$ cat config.mk
export PLATFORM = sky130hd
export DESIGN_NAME = sfr_bank
export DESIGN_NICKNAME = d
export VERILOG_FILES = /design/src/hw/sfr_bank_pkg.sv /design/src/hw/display_ram.sv /design/src/hw/sfr_bank.sv
export SDC_FILE = /design/constraint.sdc
export NUM_CORES = 1
export LEC_CHECK = 0
export ABC_AREA = 1
export ABC_CLOCK_PERIOD_IN_PS = 1400
export BUFFER_PORTS_ARGS = -buffer_cell sky130_fd_sc_hd__buf_2
export CAP_MARGIN = 30
export CELL_PAD_IN_SITES_DETAIL_PLACEMENT = 1
export CELL_PAD_IN_SITES_GLOBAL_PLACEMENT = 1
export CORE_MARGIN = 1
export CORE_UTILIZATION = 44
export DETAILED_ROUTE_END_ITERATION = 8
export HOLD_SLACK_MARGIN = 0.15
export PLACE_DENSITY = 0.81
export SYNTH_ARGS = -nofsm -noshare
export SYNTH_HDL_FRONTEND = slang
export SYNTH_SLANG_ARGS = --single-unit
$ cat constraint.sdc
create_clock -name ref_clk -period 1.4 [get_ports ref_clk]
set_input_delay 0.14 -clock ref_clk [delete_from_list [all_inputs] [get_ports ref_clk]]
set_output_delay 0.14 -clock ref_clk [all_outputs]
set_load 0.05 [all_outputs]
$ cat src/hw/sfr_bank_pkg.sv
// sfr_bank_pkg: register offsets, field positions and reset values of the core register bank.
// assumes a 9-bit data memory address and an 8-bit data path.
package sfr_bank_pkg;
  // ==========================================================
  // register offsets
  localparam logic [8:0] indirect_access_port_off = 9'h180;
  localparam logic [8:0] timer_pullup_edge_config_off = 9'h181;
  localparam logic [8:0] prog_counter_low_byte_off = 9'h182;
  localparam logic [8:0] alu_flags_bank_select_off = 9'h183;
  localparam logic [8:0] indirect_pointer_off = 9'h184;
  localparam logic [8:0] port_b_direction_off = 9'h186;
  localparam logic [8:0] port_f_direction_off = 9'h187;
  localparam logic [8:0] port_g_direction_off = 9'h188;
  localparam logic [8:0] prog_counter_high_latch_off = 9'h18a;
  localparam logic [8:0] interrupt_control_off = 9'h18b;
  // converter registers, absent on the variant without it
  localparam logic [8:0] converter_result_off = 9'h01e;
  localparam logic [8:0] converter_control_a_off = 9'h01f;
  localparam logic [8:0] converter_control_b_off = 9'h09f;
  // display memory window
  localparam logic [8:0] display_mem_base = 9'h110;
  localparam int display_mem_words = 16;
  // ==========================================================
  // flag register field positions
  localparam int carry_bit = 0;
  localparam int digit_carry_bit = 1;
  localparam int zero_bit = 2;
  localparam int power_down_bit = 3;
  localparam int timeout_bit = 4;
  localparam int direct_bank_lo_bit = 5;
  localparam int direct_bank_hi_bit = 6;
  localparam int indirect_bank_bit = 7;
  localparam logic [7:0] alu_flag_mask = 8'h07;
  localparam logic [7:0] reset_flag_mask = 8'h18;
  localparam logic [7:0] bank_mask = 8'he0;
  localparam logic [7:0] high_latch_mask = 8'h1f;
  // ==========================================================
  // reset values
  localparam logic [7:0] flags_por_value = 8'h18;
  localparam logic [7:0] config_reset_value = 8'hff;
  localparam logic [7:0] direction_reset_value = 8'hff;
  localparam logic [7:0] zero_byte = 8'h00;
  localparam logic [7:0] intr_keep_mask = 8'h01;
  // ==========================================================
  // reset cause encoding
  typedef enum logic [1:0] {
    cause_none = 2'b00,
    cause_wdt = 2'b01,
    cause_sleep = 2'b11,
    cause_other = 2'b10
  } reset_cause_e;
endpackage : sfr_bank_pkg

$ cat src/hw/display_ram.sv
// display_ram: small display memory, also usable as general storage.
// assumes single clock, one write port and one registered read port.
`timescale 1ns/10ps
`default_nettype none
module display_ram #(
  parameter int words = 16,
  parameter int aw = 4
) (
  input wire logic ref_clk,
  input wire logic we,
  input wire logic [aw-1:0] waddr,
  input wire logic [7:0] wdata,
  input wire logic [aw-1:0] raddr,
  output logic [7:0] rdata
);
  logic [7:0] mem [words];
  // ==========================================================
  // storage; every bit is plain ram, pixel or not
  always_ff @(posedge ref_clk)
  begin
    if (we)
    begin
      mem[waddr] <= wdata;
    end
  end
  always_ff @(posedge ref_clk)
  begin
    rdata <= mem[raddr];
  end
endmodule : display_ram
`default_nettype wire

$ cat src/hw/sfr_bank.sv
// sfr_bank: upper special register bank with flag register protection.
// assumes the core drives alu results and reset events on ref_clk; indirect data memory
// sits outside and answers on ext_rdata in the same cycle that ext_re is high.
`timescale 1ns/10ps
`default_nettype none
module sfr_bank #(
  parameter bit has_converter = 1'b1
) (
  input wire logic ref_clk,
  input wire logic rstn,
  input wire logic por_event,
  input wire logic [1:0] reset_cause,
  input wire logic [8:0] addr,
  input wire logic [7:0] wdata,
  input wire logic wr,
  input wire logic rd,
  output logic [7:0] rdata,
  input wire logic alu_flags_upd,
  input wire logic [7:0] alu_result,
  input wire logic [8:0] alu_a,
  input wire logic [8:0] alu_b,
  input wire logic alu_sub,
  input wire logic clear_instr,
  input wire logic [7:0] conv_result,
  input wire logic [7:0] conv_ctrl_a,
  input wire logic [7:0] conv_ctrl_b,
  output logic ext_we,
  output logic ext_re,
  output logic [8:0] ext_addr,
  output logic [7:0] ext_wdata,
  input wire logic [7:0] ext_rdata,
  output logic [7:0] flags,
  output logic [7:0] timer_config,
  output logic [7:0] dir_b,
  output logic [7:0] dir_f,
  output logic [7:0] dir_g,
  output logic [7:0] pc_low,
  output logic [7:0] pc_high_latch,
  output logic [7:0] intr_ctrl
);
  // ==========================================================
  // decode
  logic [7:0] next_flags;
  logic [2:0] alu_now;
  logic rd_indirect;
  logic rd_display;
  logic [7:0] rd_hold;
  logic [7:0] disp_rdata;
  logic disp_hit;
  logic [8:0] disp_off;

  function automatic logic hit(input logic [8:0] a, input logic [8:0] off);
    hit = (a == off);
  endfunction : hit

  assign disp_off = addr - sfr_bank_pkg::display_mem_base;
  assign disp_hit = (addr >= sfr_bank_pkg::display_mem_base) &&
    (disp_off < 9'(sfr_bank_pkg::display_mem_words));

  // ==========================================================
  // alu flags: zero, digit carry, carry
  logic [4:0] nib_sum;
  logic [8:0] byte_sum;
  always_comb
  begin
    if (alu_sub)
    begin
      nib_sum = {1'b0, alu_a[3:0]} + {1'b0, ~alu_b[3:0]} + 5'h01;
      byte_sum = {1'b0, alu_a[7:0]} + {1'b0, ~alu_b[7:0]} + 9'h001;
    end
    else
    begin
      nib_sum = {1'b0, alu_a[3:0]} + {1'b0, alu_b[3:0]};
      byte_sum = {1'b0, alu_a[7:0]} + {1'b0, alu_b[7:0]};
    end
    alu_now = {alu_result == 8'h00, nib_sum[4], byte_sum[8]};
  end

  // ==========================================================
  // flag register next value
  always_comb
  begin
    next_flags = flags;
    if (wr && hit(addr, sfr_bank_pkg::alu_flags_bank_select_off))
    begin
      next_flags = (wdata & ~sfr_bank_pkg::reset_flag_mask) |
        (flags & sfr_bank_pkg::reset_flag_mask);
    end
    if (alu_flags_upd)
    begin
      next_flags[2:0] = alu_now;
    end
    if (clear_instr && hit(addr, sfr_bank_pkg::alu_flags_bank_select_off))
    begin
      next_flags = flags & ~sfr_bank_pkg::bank_mask;
      next_flags[sfr_bank_pkg::zero_bit] = 1'b1;
    end
  end

  always_ff @(posedge ref_clk or negedge rstn)
  begin
    if (!rstn)
    begin
      flags <= sfr_bank_pkg::flags_por_value;
    end
    else if (por_event)
    begin
      flags <= sfr_bank_pkg::flags_por_value;
    end
    else if (reset_cause != 2'(sfr_bank_pkg::cause_none))
    begin
      flags[7:5] <= 3'b000;
      flags[sfr_bank_pkg::timeout_bit] <= reset_cause != 2'(sfr_bank_pkg::cause_wdt);
      flags[sfr_bank_pkg::power_down_bit] <= reset_cause != 2'(sfr_bank_pkg::cause_sleep);
    end
    else
    begin
      flags <= next_flags;
    end
  end

  // ==========================================================
  // plain control registers
  function automatic logic wr_to(input logic w, input logic [8:0] a, input logic [8:0] off);
    wr_to = w && (a == off);
  endfunction : wr_to

  logic any_reset;
  assign any_reset = por_event || (reset_cause != 2'(sfr_bank_pkg::cause_none));

  always_ff @(posedge ref_clk or negedge rstn)
  begin
    if (!rstn)
    begin
      timer_config <= sfr_bank_pkg::config_reset_value;
      dir_b <= sfr_bank_pkg::direction_reset_value;
      dir_f <= sfr_bank_pkg::direction_reset_value;
      dir_g <= sfr_bank_pkg::direction_reset_value;
      pc_low <= sfr_bank_pkg::zero_byte;
      pc_high_latch <= sfr_bank_pkg::zero_byte;
      intr_ctrl <= sfr_bank_pkg::zero_byte;
    end
    else if (any_reset)
    begin
      timer_config <= sfr_bank_pkg::config_reset_value;
      dir_b <= sfr_bank_pkg::direction_reset_value;
      dir_f <= sfr_bank_pkg::direction_reset_value;
      dir_g <= sfr_bank_pkg::direction_reset_value;
      pc_low <= sfr_bank_pkg::zero_byte;
      pc_high_latch <= sfr_bank_pkg::zero_byte;
      // pending flag in bit 0 survives non-power resets
      intr_ctrl <= por_event ? sfr_bank_pkg::zero_byte :
        (intr_ctrl & sfr_bank_pkg::intr_keep_mask);
    end
    else
    begin
      if (wr_to(wr, addr, sfr_bank_pkg::timer_pullup_edge_config_off))
        timer_config <= wdata;
      if (wr_to(wr, addr, sfr_bank_pkg::port_b_direction_off))
        dir_b <= wdata;
      if (wr_to(wr, addr, sfr_bank_pkg::port_f_direction_off))
        dir_f <= wdata;
      if (wr_to(wr, addr, sfr_bank_pkg::port_g_direction_off))
        dir_g <= wdata;
      if (wr_to(wr, addr, sfr_bank_pkg::prog_counter_low_byte_off))
        pc_low <= wdata;
      if (wr_to(wr, addr, sfr_bank_pkg::prog_counter_high_latch_off))
        pc_high_latch <= wdata & sfr_bank_pkg::high_latch_mask;
      if (wr_to(wr, addr, sfr_bank_pkg::interrupt_control_off))
        intr_ctrl <= wdata;
    end
  end

  // ==========================================================
  // indirect pointer, cleared by rstn only, kept over por_event and other resets
  logic [7:0] pointer;
  always_ff @(posedge ref_clk or negedge rstn)
  begin
    if (!rstn)
      pointer <= sfr_bank_pkg::zero_byte;
    else if (wr_to(wr, addr, sfr_bank_pkg::indirect_pointer_off))
      pointer <= wdata;
  end

  always_ff @(posedge ref_clk or negedge rstn)
  begin
    if (!rstn)
    begin
      ext_we <= 1'b0;
      ext_re <= 1'b0;
      ext_addr <= 9'h000;
      ext_wdata <= sfr_bank_pkg::zero_byte;
    end
    else
    begin
      ext_we <= wr && hit(addr, sfr_bank_pkg::indirect_access_port_off);
      ext_re <= rd && hit(addr, sfr_bank_pkg::indirect_access_port_off);
      ext_addr <= {flags[sfr_bank_pkg::indirect_bank_bit], pointer};
      ext_wdata <= wdata;
    end
  end

  // ==========================================================
  // display memory
  // all bits are storage
  display_ram #(
    .words(sfr_bank_pkg::display_mem_words),
    .aw(4)
  ) u_disp (
    .ref_clk(ref_clk),
    .we(wr && disp_hit),
    .waddr(disp_off[3:0]),
    .wdata(wdata),
    .raddr(disp_off[3:0]),
    .rdata(disp_rdata)
  );

  // ==========================================================
  // read path; data valid one cycle after rd
  always_ff @(posedge ref_clk or negedge rstn)
  begin
    if (!rstn)
    begin
      rd_hold <= sfr_bank_pkg::zero_byte;
      rd_indirect <= 1'b0;
      rd_display <= 1'b0;
    end
    else
    begin
      rd_indirect <= 1'b0;
      rd_display <= rd && disp_hit;
      rd_hold <= sfr_bank_pkg::zero_byte;
      if (rd)
      begin
        case (addr)
          sfr_bank_pkg::timer_pullup_edge_config_off: rd_hold <= timer_config;
          sfr_bank_pkg::prog_counter_low_byte_off: rd_hold <= pc_low;
          sfr_bank_pkg::alu_flags_bank_select_off: rd_hold <= flags;
          sfr_bank_pkg::indirect_pointer_off: rd_hold <= pointer;
          sfr_bank_pkg::port_b_direction_off: rd_hold <= dir_b;
          sfr_bank_pkg::port_f_direction_off: rd_hold <= dir_f;
          sfr_bank_pkg::port_g_direction_off: rd_hold <= dir_g;
          sfr_bank_pkg::prog_counter_high_latch_off: rd_hold <= pc_high_latch;
          sfr_bank_pkg::interrupt_control_off: rd_hold <= intr_ctrl;
          sfr_bank_pkg::converter_result_off: rd_hold <= has_converter ? conv_result : 8'h00;
          sfr_bank_pkg::converter_control_a_off: rd_hold <= has_converter ? conv_ctrl_a : 8'h00;
          sfr_bank_pkg::converter_control_b_off: rd_hold <= has_converter ? conv_ctrl_b : 8'h00;
          sfr_bank_pkg::indirect_access_port_off: rd_indirect <= 1'b1;
          default: rd_hold <= sfr_bank_pkg::zero_byte;
        endcase
      end
    end
  end

  // indirect read answers from outside memory in the same late cycle
  always_comb
  begin
    if (rd_indirect)
      rdata = ext_rdata;
    else if (rd_display)
      rdata = disp_rdata;
    else
      rdata = rd_hold;
  end

  // ==========================================================
  // checks
  property p_reset_flags_protected;
    @(posedge ref_clk) disable iff (!rstn)
    (wr && hit(addr, sfr_bank_pkg::alu_flags_bank_select_off) && !any_reset && !clear_instr)
      |=> (flags[4:3] == $past(flags[4:3]));
  endproperty
  a_reset_flags_protected: assert property (p_reset_flags_protected)
    else $error("reset flags changed by software write");

  property p_alu_wins;
    @(posedge ref_clk) disable iff (!rstn)
    (alu_flags_upd && !clear_instr && !any_reset) |=> (flags[2:0] == $past(alu_now));
  endproperty
  a_alu_wins: assert property (p_alu_wins)
    else $error("alu flags not kept");

  property p_clear_flags;
    @(posedge ref_clk) disable iff (!rstn)
    (clear_instr && hit(addr, sfr_bank_pkg::alu_flags_bank_select_off) && !any_reset)
      |=> (flags[7:5] == 3'b000) && flags[2];
  endproperty
  a_clear_flags: assert property (p_clear_flags)
    else $error("clear of flag register wrong");

  property p_por_value;
    @(posedge ref_clk) disable iff (!rstn)
    por_event |=> (flags[7:3] == 5'b00011);
  endproperty
  a_por_value: assert property (p_por_value)
    else $error("power on flag value wrong");

  property p_unmapped_zero;
    @(posedge ref_clk) disable iff (!rstn)
    (rd && addr == 9'h185) |=> (rdata == 8'h00);
  endproperty
  a_unmapped_zero: assert property (p_unmapped_zero)
    else $error("unmapped read not zero");

  property p_indirect_fwd;
    @(posedge ref_clk) disable iff (!rstn)
    (wr && hit(addr, sfr_bank_pkg::indirect_access_port_off)) |=> ext_we;
  endproperty
  a_indirect_fwd: assert property (p_indirect_fwd)
    else $error("indirect write not forwarded");
endmodule : sfr_bank
`default_nettype wire

# Yosys cells after proc, flatten, opt, wreduce, memory -nomap -nowiden

Memory sizes are Yosys's and may differ from the RTL's. A register that Yosys moved wholly into a read port is not among the register bits.
Cells that the tools add are included.

Reductions and logical operators: 33
Add/sub/neg operators: 7
Multiplexer cells: 31
Bitwise gates (word level): 3
Equal/unequal tests: 19
Order comparisons: 2

Operators by type and width:

| cell                                                     | number |
|---|---|
| 2-to-1 mux 8 bit                                         | 20 |
| one-hot mux 8 bit (12 select lines)                      | 1 |
| equality test 9 bit, second input constant               | 10 |
| adder 8 x 8 -> 9 bit                                     | 2 |
| equality test 9 x 5 -> 1 bit, second input constant      | 2 |
| nonzero test 2 bit                                       | 8 |
| logical AND 1 bit                                        | 15 |
| adder 4 x 4 -> 5 bit                                     | 2 |
| 2-to-1 mux 5 bit                                         | 2 |
| adder 9 x 1 -> 9 bit, second input constant              | 1 |
| equality test 9 x 8 -> 1 bit, second input constant      | 1 |
| greater-or-equal comparator 9 bit, second input constant | 1 |
| < comparator 9 x 5 -> 1 bit, second input constant       | 1 |
| 2-to-1 mux 9 bit                                         | 1 |
| subtractor 9 bit, second input constant                  | 1 |
| zero test 8 bit                                          | 1 |
| != test 2 bit, second input constant                     | 4 |
| NOT 8 bit                                                | 1 |
| bitwise OR 8 x 5 -> 8 bit                                | 1 |
| nonzero test 4 bit                                       | 2 |
| 2-to-1 mux 3 bit                                         | 2 |
| AND reduction 2 bit                                      | 3 |
| nonzero test 3 bit                                       | 2 |
| adder 5 x 1 -> 5 bit, second input constant              | 1 |
| 6 further kinds                                          | 10 |

Memories kept: 1
Output and inout bits: 91
Flip-flop bits (word level): 101
Input bits: 85
Word-level logic and storage cells: 116
Bits in writable memories: 128

Memory list:

| name       | words | width | rd ports | clocked after Yosys merged registers in | write ports | RTL line          | text |
|---|---|---|---|---|---|---|---|
| u_disp.mem | 16    | 8     | 1        | 1                                       | 1           | display_ram.sv:16 | `logic [7:0] mem [words];` |

# Logic depth before layout (Yosys ltp)

Gate-level depths: netlist of run 1.

Depth in word-level cells: 8
Gate-level depth with buffers: 13
Mapped depth without buffers: 13

# Hierarchy

From an unflattened synthesis of run 1, not the netlist that was laid out.

Cell total of the unflattened synthesis: 1238
Area, all modules: 11217.0 um^2

Modules (own cells, without submodules):

| module      | area an instance (um^2) | times used | sequential area each (um^2) | cells each |
|---|---|---|---|---|
| display_ram | 5766.8                  | 1          | 4003.8                      | 551 |
| sfr_bank    | 5450.2                  | 1          | 2469.9                      | 687 |

# Least setup slack after synthesis of run 1

Ideal clock, no wire load.

Path kind: input port to flip-flop
From: input port addr[5]
To: memory u_disp.mem[11][0], enable pin
Library setup time: 0.383 ns
Arrival: 1.580 ns
Path buffers: 0
Setup slack: -0.564 ns
Data required time: 1.017 ns
Stages on the path: 8
Cell sequence: inv_1 -> ha_1 -> nand2_1 -> nor3_1 -> nand3_1 -> nor2_1 -> inv_2 -> nor3_1

Cells in the longest elaborated chain, start to end: 6
Elaborated cells on any way between the ends: 7
Those cells by class: 1 x add/sub; 2 x order compare; 2 x mux; 2 x reduce/logical

RTL lines:

| what                                       | RTL line          | text |
|---|---|---|
| from (decl)                                | sfr_bank.sv:13    | `input wire logic [8:0] addr,` |
| subtractor 9 bit                           | sfr_bank.sv:56    | `assign disp_off = addr - sfr_bank_pkg::display_mem_base;` |
| < comparator 9 x 5 -> 1 bit                | sfr_bank.sv:58    | `(disp_off < 9'(sfr_bank_pkg::display_mem_words));` |
| logical AND 1 bit (*)                      | sfr_bank.sv:57    | `assign disp_hit = (addr >= sfr_bank_pkg::display_mem_base) &&` |
| logical AND 1 bit (*)                      | sfr_bank.sv:211   | `.we(wr && disp_hit),` |
| 2-to-1 mux 1 bit (*)                       | display_ram.sv:21 | `if (we)` |
| 2-to-1 mux 1 bit (not written as such) (*) | display_ram.sv:23 | `mem[waddr] <= wdata;` |
| to (decl)                                  | display_ram.sv:16 |  |

Every way passes the cells marked *; elsewhere a longest branch is shown, timed or not.

==> impl_metrics.json, run 1 <==
{
  "hold_end": "flags[3]",
  "place_congestion": 0.899,
  "first_pass_iters": 5,
  "syn_inst": 1014,
  "slowest_stage": "dfrtp_2",
  "fin_nets": 1477,
  "maxCapViolCount": 0,
  "synth_top_area_share_pct": 37.3,
  "io_buffers": 170,
  "rsz0062_at_grt": "true",
  "cts.clk_slew.worst_paths_ns": 0.07,
  "htreeDepth": 1,
  "final-seq-area_mm2": 0.00648,
  "cts_sinks": 233,
  "setup.worst_path.start_class": "register",
  "syn_area_mm2": 0.0103,
  "yosysUniqueCellTypes": 39,
  "synth-seq-area-share_pct": 62.7,
  "end_kind": "output port",
  "fin_crit_sh_pct": 121,
  "synth-xor-area-share_pct": 0,
  "die_w_um": 155,
  "final_util_pct": 64.6,
  "drc_errors": 0,
  "die_area_mm2": 0.0241,
  "cp_max_fo": 6,
  "grt_pass1_vias": 10498,
  "criticalPathCategory": "register to output port",
  "synthAdderAreaFrac_pct": 2.30,
  "whs_path_depth": 4,
  "clockBufferDepth": 3,
  "synth_compound_area_share_pct": 10.7,
  "fmax_mhz": 588,
  "violations": "negative setup slack",
  "initial_core_util_pct": 45.2,
  "finalSetupViolations": 27,
  "synthMuxAreaShare_pct": 0,
  "worstReg2RegEnd": "rd_hold[6]",
  "total_power_uw": 16200,
  "cp.required_ns": 1.26,
  "fin_skew_ns": 0.0314,
  "drt-vias-per-instance": 5.83,
  "wl_per_cell_um": 26.5,
  "path_cells": "buf_8 > a21oi_4 > a21oi_4 > buf_6",
  "cts_tree": "built",
  "path_buf_inv": 2,
  "p_leak_uw": 0.00667,
  "place_area_mm2": 0.0127,
  "holdCritStartpoint": "reset_cause[0]",
  "grt_max_degree": 38,
  "vias": 9945,
  "maxSlewViolCount": 0,
  "hold_viol": 0,
  "syn_to_final_growth_pct": 43.0,
  "worstMarginPinSlew_ns": 0.619,
  "drive_above_1_share_pct": 35.1,
  "status": "finished, violations left",
  "multi_input_area_mm2": 0.00371,
  "cts_root_buf": "clkbuf_16",
  "ys_warn_count": 0,
  "num_rows": 55,
  "regToRegSetupSlack_ns": -0.14,
  "r2r-start": "timer_config[6]",
  "postRouteWirelength_um": 45100,
  "antenna_found_initial": 4,
  "power_density_mw_per_mm2": 1100,
  "fillCellCount": 2474,
  "coreArea_mm2": 0.0228,
  "ys_top_cells_by_area": "edfxtp_1 (37%), dfrtp_1 (15%), nand2_1 (9.1%), dfstp_2 (8.7%), a22oi_1 (4.7%)",
  "pin_count": 176,
  "grt_pass1_wl_um": 63100,
  "postSynth.asyncResetShare_pct": 41.6,
  "ys_ff_latch": 233,
  "period_minus_slack_ns": 1.70,
  "grt.overflow.total": 0,
  "cts_buffers": 25,
  "drtAntennaViolNets": 0,
  "cpMostUsedCell": "a21oi_4",
  "ir_drop_mv": 0.849,
  "synthSimpleGateAreaFrac_pct": 19.2,
  "drt_iter0_drc": 990,
  "dp_hpwl_um": 26600,
  "ff2ff_path_depth": 7,
  "synthFlopType": "edfxtp_1",
  "stdcell_area_mm2": 0.0148,
  "setup_ws_ns": -0.301,
  "synth_top_family_by_area": "simple AND/OR/NAND/NOR gates",
  "chipHeight_um": 155,
  "critPathTopFamily": "flip-flops",
  "track_usage_pct": 35.7,
  "max_stage_delay_ns": 0.49,
  "synth_most_common_cell": "nand2_1",
  "timing.slew.headroom_pct": 58.6,
  "syn_area_per_cell_um2": 10.2,
  "synthTopCellsByCount": "nand2_1 (249), edfxtp_1 (128), nor2_1 (101), inv_1 (73), a22oi_1 (64)",
  "clock_latency_ns": 0.53,
  "min-delay-path-class": "input pin to register",
  "synth-edff-count": 128,
  "yosysTopAreaCell": "edfxtp_1",
  "cp.arrival_ns": 1.56
}
## per-layer routing
metal  global-route usage (%)  share of wire (%)  vias to the layer above
met5                        0                  0                        -
met4                     19.8                6.7                        0
met3                     5.91                7.4                      216
met2                     63.4                 50                      638
met1                     41.2                 35                     4927
li1                         -                  -                     4164
## logic make-up after synthesis
group                    after synthesis
buffers and inverters                122
adder cells (fa/ha/maj)               19
AO/OA/AOI/OAI                        178
other                                  1
AND/OR/NAND/NOR                      461
flip-flops                           233
## placed cells by master, fill, tap and decap left out, drive strengths merged, types with 4 or more instances in the layout
master,instances
a22oi,64
dfstp,34
dlygate4sd3,45
a31oi,4
nand4,11
dfrtp,63
inv,87
clkbuf,32
buf,314
o21ai,67
ha,19
dfxtp,8
nor3,7
nor2,116
edfxtp,128
clkinv,13
nand3,63
nand2,261
a21oi,35
## repair_timing
| item | CTS | global route |
|---|---|---|
| resized for setup | 123 | 43 |
| gates cloned | 1 | 0 |
| pin swaps | 7 | 7 |
| setup buffers | 16 | 11 |
| endpoints found under the setup margin | 166 | 208 |
| hold buffers | 47 | 0 |
| hold endpoints to repair | 168 | 0 |
## flip-flops by register name, summed over array words and instances (netlist names), 5 cells and up
register and count:
pc_high_latch 5, rd_hold 8, dir_b 8, dir_g 8, ext_addr 9, flags 8
dir_f 8, intr_ctrl 8, pc_low 8, u_disp.mem 128, pointer 8, timer_config 8
u_disp.rdata 8, ext_wdata 8
## area by class of cell
| class | count | area share, % |
|---|---|---|
| diodes | 3 | 0.0509 |
| clock buffers | 29 | 4.34 |
| clock inverters | 15 | 1.03 |
| inverters | 89 | 2.48 |
| multi-input cells | 661 | 25.1 |
| flip-flops and latches | 233 | 43.9 |
| well taps | 313 | 2.65 |
| repair buffers | 362 | 20.4 |
| repair inverters | 1 | 0.0424 |
## how the worst max path moves through the flow
stage                              to  startpoint  cells past startpoint
floorplan           u_disp.mem[11][0]     addr[5]                      8
global placement    u_disp.mem[11][1]     addr[5]                     10
detailed placement  u_disp.mem[11][4]     addr[5]                     10
CTS                          rdata[0]  rd_display                      4
global route                 rdata[1]      ext_re                      4
finish                       rdata[2]      ext_re                      4
## tightest hold or removal path, delay by kind of cell
kind	cells	cell delay (ns)
buffers and inverters	2	0.17
adder cells (fa/ha/maj)	1	0.16
AO/OA/AOI/OAI	1	0.14
## power by group
part / internal [uW] / total [uW] / switching [uW]
combinational: 712 / 2010 / 1290
sequential: 7400 / 7520 / 117
clock: 3820 / 6680 / 2860
total: 11900 / 16200 / 4270
## stage by stage
step / std cells / hold WS (ns) / TNS (ns) / setup WS [ns]
global route: 1706 / 0.150 / -3.66 / -0.327
CTS: 1694 / 0.0852 / -3.38 / -0.273
floorplan: 1016 / -0.156 / -18.45 / -0.216
detailed placement: 1586 / 0.0999 / -95.60 / -0.682
finish: 1706 / 0.136 / -3.16 / -0.301
global placement: 1586 / 0.0884 / -79.66 / -0.578
Power figures use the tool's default switching activity.
==> inputs of run 2 (changes only) <==
--- a/config.mk
+++ b/config.mk
@@ -12,10 +12,11 @@
 export CELL_PAD_IN_SITES_DETAIL_PLACEMENT = 1
 export CELL_PAD_IN_SITES_GLOBAL_PLACEMENT = 1
 export CORE_MARGIN = 1
-export CORE_UTILIZATION = 44
+export CORE_UTILIZATION = 25
 export DETAILED_ROUTE_END_ITERATION = 8
 export HOLD_SLACK_MARGIN = 0.15
-export PLACE_DENSITY = 0.81
+export PLACE_DENSITY = 0.52
 export SYNTH_ARGS = -nofsm -noshare
 export SYNTH_HDL_FRONTEND = slang
 export SYNTH_SLANG_ARGS = --single-unit
+export TNS_END_PERCENT = 20
==> run 2 against run 1 <==
  * The flow still finishes with violations (negative setup slack)
  * Power increased by 4.2%
  * Combinational power decreased by 3%
  * Via count decreased by 12%
  * Clock skew down 0.024 ns
  * Register-to-register slack gained 0.26 ns
  * Sequential cell count did not move
  * Design area up 3.6%
  * Maximum frequency rose by 2.5%
  * Sequential share of layout area is 1.5 points lower
  * Global-route usage fell by 17 points
  * Clock-buffer cell count increased by 2
  * Critical endpoint unchanged
  * Largest cell class unchanged
==> impl_metrics.json, run 2 (synthesis results as in run 1) <==
{
  "cts_root_buf": "clkbuf_16",
  "grt_pass1_wl_um": 57300,
  "htreeDepth": 1,
  "clockBufferDepth": 3,
  "biggestRegsByFlops": "u_disp.mem (128), ext_addr (9)",
  "fmax_mhz": 603,
  "grt_pass1_vias": 9431,
  "die_w_um": 205,
  "clockPowerShare_pct": 44.0,
  "place_ws_ns": -0.612,
  "rsz0062_at_grt": "true",
  "chipHeight_um": 205,
  "min-delay-path-class": "input pin to async pin",
  "hold_viol": 0,
  "n_antenna_cell": 0,
  "criticalPathCategory": "register to output port",
  "hold_slack_ns": 0.191,
  "max_stage_delay_ns": 0.44,
  "final_util_pct": 37.5,
  "regToRegSetupSlack_ns": 0.12,
  "cp.required_ns": 1.26,
  "fillCellCount": 4580,
  "coreArea_mm2": 0.0407,
  "postRouteWirelength_um": 38600,
  "p_comb_share_pct": 11.5,
  "first_pass_iters": 5,
  "drt_iter0_drc": 476,
  "period_minus_slack_ns": 1.66,
  "setup_ws_ns": -0.260,
  "top_register": "u_disp.mem",
  "cts_tree": "built",
  "die_area_mm2": 0.0421,
  "clock_latency_ns": 0.54,
  "final-seq-area_mm2": 0.00648,
  "io_buffers": 170,
  "p_sw_uw": 4220,
  "drtAntennaViolNets": 0,
  "status": "finished, violations left",
  "end_kind": "output port",
  "power_density_mw_per_mm2": 1100,
  "path_cells": "buf_6 > a21oi_2 > a21oi_2 > buf_6",
  "antenna_found_initial": 0,
  "pin_count": 176,
  "fin_crit_sh_pct": 119,
  "grt.overflow.total": 0,
  "layout_common_cells": "nand2_1 (246), buf_4 (158), edfxtp_1 (128)",
  "cts_buffers": 27,
  "p_sw_share_pct": 25.0,
  "largest_reg_flops": 128,
  "drt-vias-per-instance": 4.52,
  "setup_tns_ns": -2.23,
  "fin_nets": 1499,
  "slowest_stage": "dfrtp_2",
  "drive_above_1_share_pct": 36.2,
  "grt_max_degree": 66,
  "drc_errors": 0,
  "maxSlewViolCount": 0,
  "cts.clk_slew.worst_paths_ns": 0.06,
  "syn_to_final_growth_pct": 48.1,
  "worstMarginPinSlew_ns": 0.552,
  "p_leak_uw": 0.00680,
  "maxCapViolCount": 0,
  "ir_drop_mv": 0.728,
  "fin_skew_ns": 0.00747,
  "finalSetupViolations": 12,
  "cp.arrival_ns": 1.52,
  "wl_per_cell_um": 19.8,
  "cts_sinks": 233,
  "seqPwrFrac_pct": 44.5,
  "violations": "negative setup slack",
  "internal-power_uw": 12700,
  "dp_hpwl_um": 29100,
  "layout_commonest_cell": "nand2_1",
  "place_congestion": 0.823,
  "track_usage_pct": 18.4,
  "timing.slew.headroom_pct": 63.1,
  "total_power_uw": 16900,
  "setup.worst_path.start_class": "register",
  "cp_max_fo": 5,
  "vias": 8794,
  "initial_core_util_pct": 25.3,
  "num_rows": 74,
  "multi_input_area_mm2": 0.00357
}
-- run 2: cell count changes in the layout (fill, tap and decap cells not counted), sizes merged --
| cell | delta |
|---|---|
| dlygate4sd3 | +6 |
| bufinv | +2 |
| clkbuf | +2 |
| diode | -3 |
| buf | +14 |
| clkinvlp | +1 |
-- run 2: cell type report --
type                            instances  area share [%]
Inverter                               89            2.42
Timing Repair Buffer                  382            21.3
Sequential cell                       233            42.4
Multi-Input combinational cell        661            23.4
Tap cell                              532            4.36
Clock buffer                           31            4.58
Clock inverter                         18            1.53
Timing Repair inverter                  1          0.0573
-- run 2: worst max-delay path, delay by kind of cell (launching register included) --
family	cells	cell delay, ns
DFF	1	0.44
buffers and inverters	2	0.33
AOI/OAI and AO/OA	2	0.20
-- run 2: worst paths after layout --
path / to / cells after the start / start
min in group ref_clk: ext_re / 6 / addr[2]
worst min-delay path: rd_hold[2] / 3 / rstn
max in group asynchronous: flags[3] / 4 / rstn
worst max-delay path: rdata[2] / 4 / ext_re
worst min register to register: ext_addr[7] / 0 / pointer[7]
worst max register to register: rd_hold[4] / 8 / dir_g[4]
-- run 2: what timing repair did --
action / 4_1_cts / 5_1_grt
gates cloned: 0 / 1
gates resized for setup: 163 / 35
setup buffers: 19 / 3
endpoints found under the setup margin: 121 / 236
hold buffers: 52 / 0
endpoints found under the hold margin: 187 / 0
pin swaps: 2 / 8
-- run 2: power by group through the flow --
stage	clock, uW	sequential (uW)	combinational [uW]
2_1_floorplan	0	7890	559
3_3_place_gp	0	7620	1680
3_5_place_dp	0	7630	1690
4_1_cts	7590	7520	1940
5_1_grt	7840	7530	2090
6_report	7420	7520	1940
-- run 2: through the flow --
stage	area, um2	std cells
floorplan	10500	1016
global placement	13000	1824
detailed placement	13000	1824
CTS	15100	1944
global route	15300	1947
finish	15300	1947
-- run 2: metal layers --
metal | track usage, % | part of all wire, % | vias to the layer above
met4 | 3.99 | 2.0 | 0
met2 | 31.9 | 50 | 168
met3 | 2.64 | 3.3 | 50
met5 | 0 | 0 | -
li1 | - | - | 4225
met1 | 24.3 | 45 | 4351
==> inputs of run 3 (changes only) <==
--- a/config.mk
+++ b/config.mk
@@ -5,7 +5,6 @@
 export SDC_FILE = /design/constraint.sdc
 export NUM_CORES = 1
 export LEC_CHECK = 0
-export ABC_AREA = 1
 export ABC_CLOCK_PERIOD_IN_PS = 1400
 export BUFFER_PORTS_ARGS = -buffer_cell sky130_fd_sc_hd__buf_2
 export CAP_MARGIN = 30
@@ -15,7 +14,7 @@
 export CORE_UTILIZATION = 25
 export DETAILED_ROUTE_END_ITERATION = 8
 export HOLD_SLACK_MARGIN = 0.15
-export PLACE_DENSITY = 0.52
+export PLACE_DENSITY = 0.5
 export SYNTH_ARGS = -nofsm -noshare
 export SYNTH_HDL_FRONTEND = slang
 export SYNTH_SLANG_ARGS = --single-unit
==> run 3 against run 2 <==
  * The run still ends with negative setup slack left
  * Clock-buffer cell count grew 3
  * Clock power grew 4.9%
  * Worst hold slack lost 0.12 ns
  * Sequential cell count is the same
  * Design area grew 3.3%
  * Combinational power shrank 19%
  * Clock skew grew 0.0034 ns
  * Worst setup slack lost 0.10 ns
  * Largest power group is now the clock network
  * Highest routed layer unchanged
==> impl_metrics.json, run 3 <==
{
  "biggestRegsByFlops": "u_disp.mem (128), ext_addr (9)",
  "postRouteWirelength_um": 39200,
  "syn_inst": 754,
  "criticalPathCategory": "register to output port",
  "regToRegSetupSlack_ns": -0.17,
  "layout_commonest_cell": "buf_4",
  "setup.worst_path.start_class": "register",
  "end_kind": "output port",
  "track_usage_pct": 18.6,
  "hold_viol": 0,
  "violations": "negative setup slack",
  "largest_reg_flops": 128,
  "io_buffers": 170,
  "synthTopCellsByCount": "edfxtp_1 (128), nand2_1 (86), dfrtp_1 (63), nand3_1 (50), mux4_2 (40)",
  "status": "finished, violations left",
  "hold_buffers": 35,
  "fin_skew_ns": 0.0109,
  "ys_warn_count": 0,
  "seqPwrFrac_pct": 44.0,
  "cp.arrival_ns": 1.62,
  "p_comb_share_pct": 9.4,
  "dp_hpwl_um": 28100,
  "yosysUniqueCellTypes": 74,
  "yosysTopAreaCell": "edfxtp_1",
  "postSynth.asyncResetShare_pct": 41.6,
  "setup_tns_ns": -4.35,
  "final-seq-area_mm2": 0.00648,
  "place_ws_ns": -0.828,
  "synth_most_common_cell": "edfxtp_1",
  "ys_top_cells_by_area": "edfxtp_1 (37%), dfrtp_1 (15%), mux4_2 (8.7%), dfstp_2 (8.6%), mux2i_1 (3.2%)",
  "clockPowerShare_pct": 46.6,
  "path_cells": "buf_12 > mux2i_2 > o21ai_1 > buf_6",
  "place_congestion": 0.828,
  "synth-seq-area-share_pct": 62.4,
  "wl_per_cell_um": 23.2,
  "grt_pass1_wl_um": 57100,
  "cp_max_fo": 8,
  "first_pass_iters": 4,
  "finalSetupViolations": 46,
  "grt_max_degree": 33,
  "cts_sinks": 233,
  "internal-power_uw": 12800,
  "n_antenna_cell": 0,
  "p_leak_uw": 0.00649,
  "setup_ws_ns": -0.363,
  "syn_to_final_growth_pct": 52.1,
  "htreeDepth": 1,
  "timing.slew.headroom_pct": 57.5,
  "total_power_uw": 16700,
  "cts.clk_slew.worst_paths_ns": 0.06,
  "multi_input_area_mm2": 0.00391,
  "die_w_um": 206,
  "max_stage_delay_ns": 0.39,
  "maxSlewViolCount": 0,
  "cts_buffers": 28,
  "cts_tree": "built",
  "crit_start": "rd_display",
  "coreArea_mm2": 0.0409,
  "drive_above_1_share_pct": 47.8,
  "fin_cells": 1688,
  "pin_count": 176,
  "min-delay-path-class": "input pin to register",
  "synth_top_area_share_pct": 37.0,
  "crit_end": "rdata[0]",
  "worstReg2RegEnd": "u_disp.rdata[3]",
  "drt-vias-per-instance": 4.73,
  "fillCellCount": 4296,
  "grt.overflow.total": 0,
  "syn_area_per_cell_um2": 13.8,
  "ir_drop_mv": 0.708,
  "fin_crit_sh_pct": 126,
  "layout_common_cells": "buf_4 (165), edfxtp_1 (128), buf_2 (97)",
  "clock_latency_ns": 0.56,
  "rsz0062_at_grt": "true",
  "antenna_found_initial": 0,
  "num_rows": 74,
  "power_density_mw_per_mm2": 1060,
  "dp_cells": 1581,
  "clockBufferDepth": 3,
  "drtAntennaViolNets": 0,
  "drt_iter0_drc": 376,
  "ff2ff_path_depth": 2,
  "r2r-start": "u_disp.mem[7][3]",
  "slowest_stage": "dfrtp_1",
  "period_minus_slack_ns": 1.76,
  "worstMarginPinSlew_ns": 0.638,
  "die_area_mm2": 0.0423,
  "drc_errors": 0,
  "vias": 7986,
  "p_sw_share_pct": 23.6,
  "cts_root_buf": "clkbuf_16",
  "initial_core_util_pct": 25.4,
  "synthFlopType": "edfxtp_1",
  "p_sw_uw": 3940,
  "chipHeight_um": 206,
  "ys_ff_latch": 233,
  "synth-edff-count": 128,
  "fin_nets": 1238,
  "maxCapViolCount": 0,
  "cp.required_ns": 1.26,
  "final_util_pct": 38.6,
  "top_register": "u_disp.mem",
  "syn_area_mm2": 0.0104,
  "grt_pass1_vias": 8484,
  "fmax_mhz": 567
}
run 3: per-stage QoR:
step | cell area (um2) | hold slack, ns
6_report | 15800 | 0.0684
5_1_grt | 15800 | 0.116
4_1_cts | 15600 | 0.0852
3_5_place_dp | 13500 | 0.108
3_3_place_gp | 13500 | 0.106
2_1_floorplan | 10600 | -0.156
run 3: per-layer routing:
layer | track usage [%] | vias up | part of all wire (%)
met3 | 3.09 | 44 | 4.2
met5 | 0 | - | 0
li1 | - | 3602 | -
met4 | 3.47 | 0 | 1.5
met1 | 25.7 | 4144 | 46
met2 | 30.8 | 196 | 48
run 3: logic make-up (layout without fill, tap and decap cells):
| family | after synthesis | count (layout) | synth area share [%] |
|---|---|---|---|
| adder cells (fa/ha/maj) | 19 | 19 | 2.29 |
| flip-flops | 233 | 233 | 62.4 |
| AO/OA/AOI/OAI | 102 | 102 | 7.14 |
| other | 1 | 3 | 0.0361 |
| AND/OR/NAND/NOR | 247 | 247 | 12.0 |
| buffers and inverters | 67 | 467 | 3.00 |
| XOR/XNOR | 2 | 2 | 0.169 |
| multiplexers | 83 | 83 | 13.0 |
run 3: worst max-delay path, delay by kind of cell, from the launching register on:
family | cells | cell delay (ns)
buffers and inverters | 2 | 0.34
multiplexers | 1 | 0.16
AO/OA/AOI/OAI | 1 | 0.17
flip-flops | 1 | 0.39
run 3: power by group through the flow:
stage	Clock [uW]	Sequential (uW)	Combinational, uW
5_1_grt	8160	7360	1680
3_3_place_gp	0	7480	1440
4_1_cts	7970	7350	1570
2_1_floorplan	0	7570	542
6_report	7780	7360	1570
3_5_place_dp	0	7480	1460
run 3: cell type report:
class	count	area share (%)
Clock inverter	18	1.55
Sequential cell	233	41.1
Inverter	18	0.555
Tap cell	532	4.22
Timing Repair Buffer	397	23.1
Multi-Input combinational cell	456	24.8
Clock buffer	34	4.77
run 3: worst min-delay path by stage:
stage                       end  cells after the start     startpoint  slack [ns]
detailed placement  ext_addr[5]                      1           rstn        0.11
CTS                    flags[2]                      5  alu_result[0]        0.09
finish                 flags[2]                      5  alu_result[0]        0.07
floorplan           ext_addr[0]                      0           rstn       -0.16
global placement    ext_addr[5]                      1           rstn        0.11
global route           flags[2]                      5  alu_result[3]        0.12
run 3: timing repair:
action                     CTS  global route
gates resized for setup    181            49
gates cloned                 0             1
setup endpoints to repair  200           207
setup buffers               22             0
hold endpoints to repair   237             1
pin swaps                    6            11
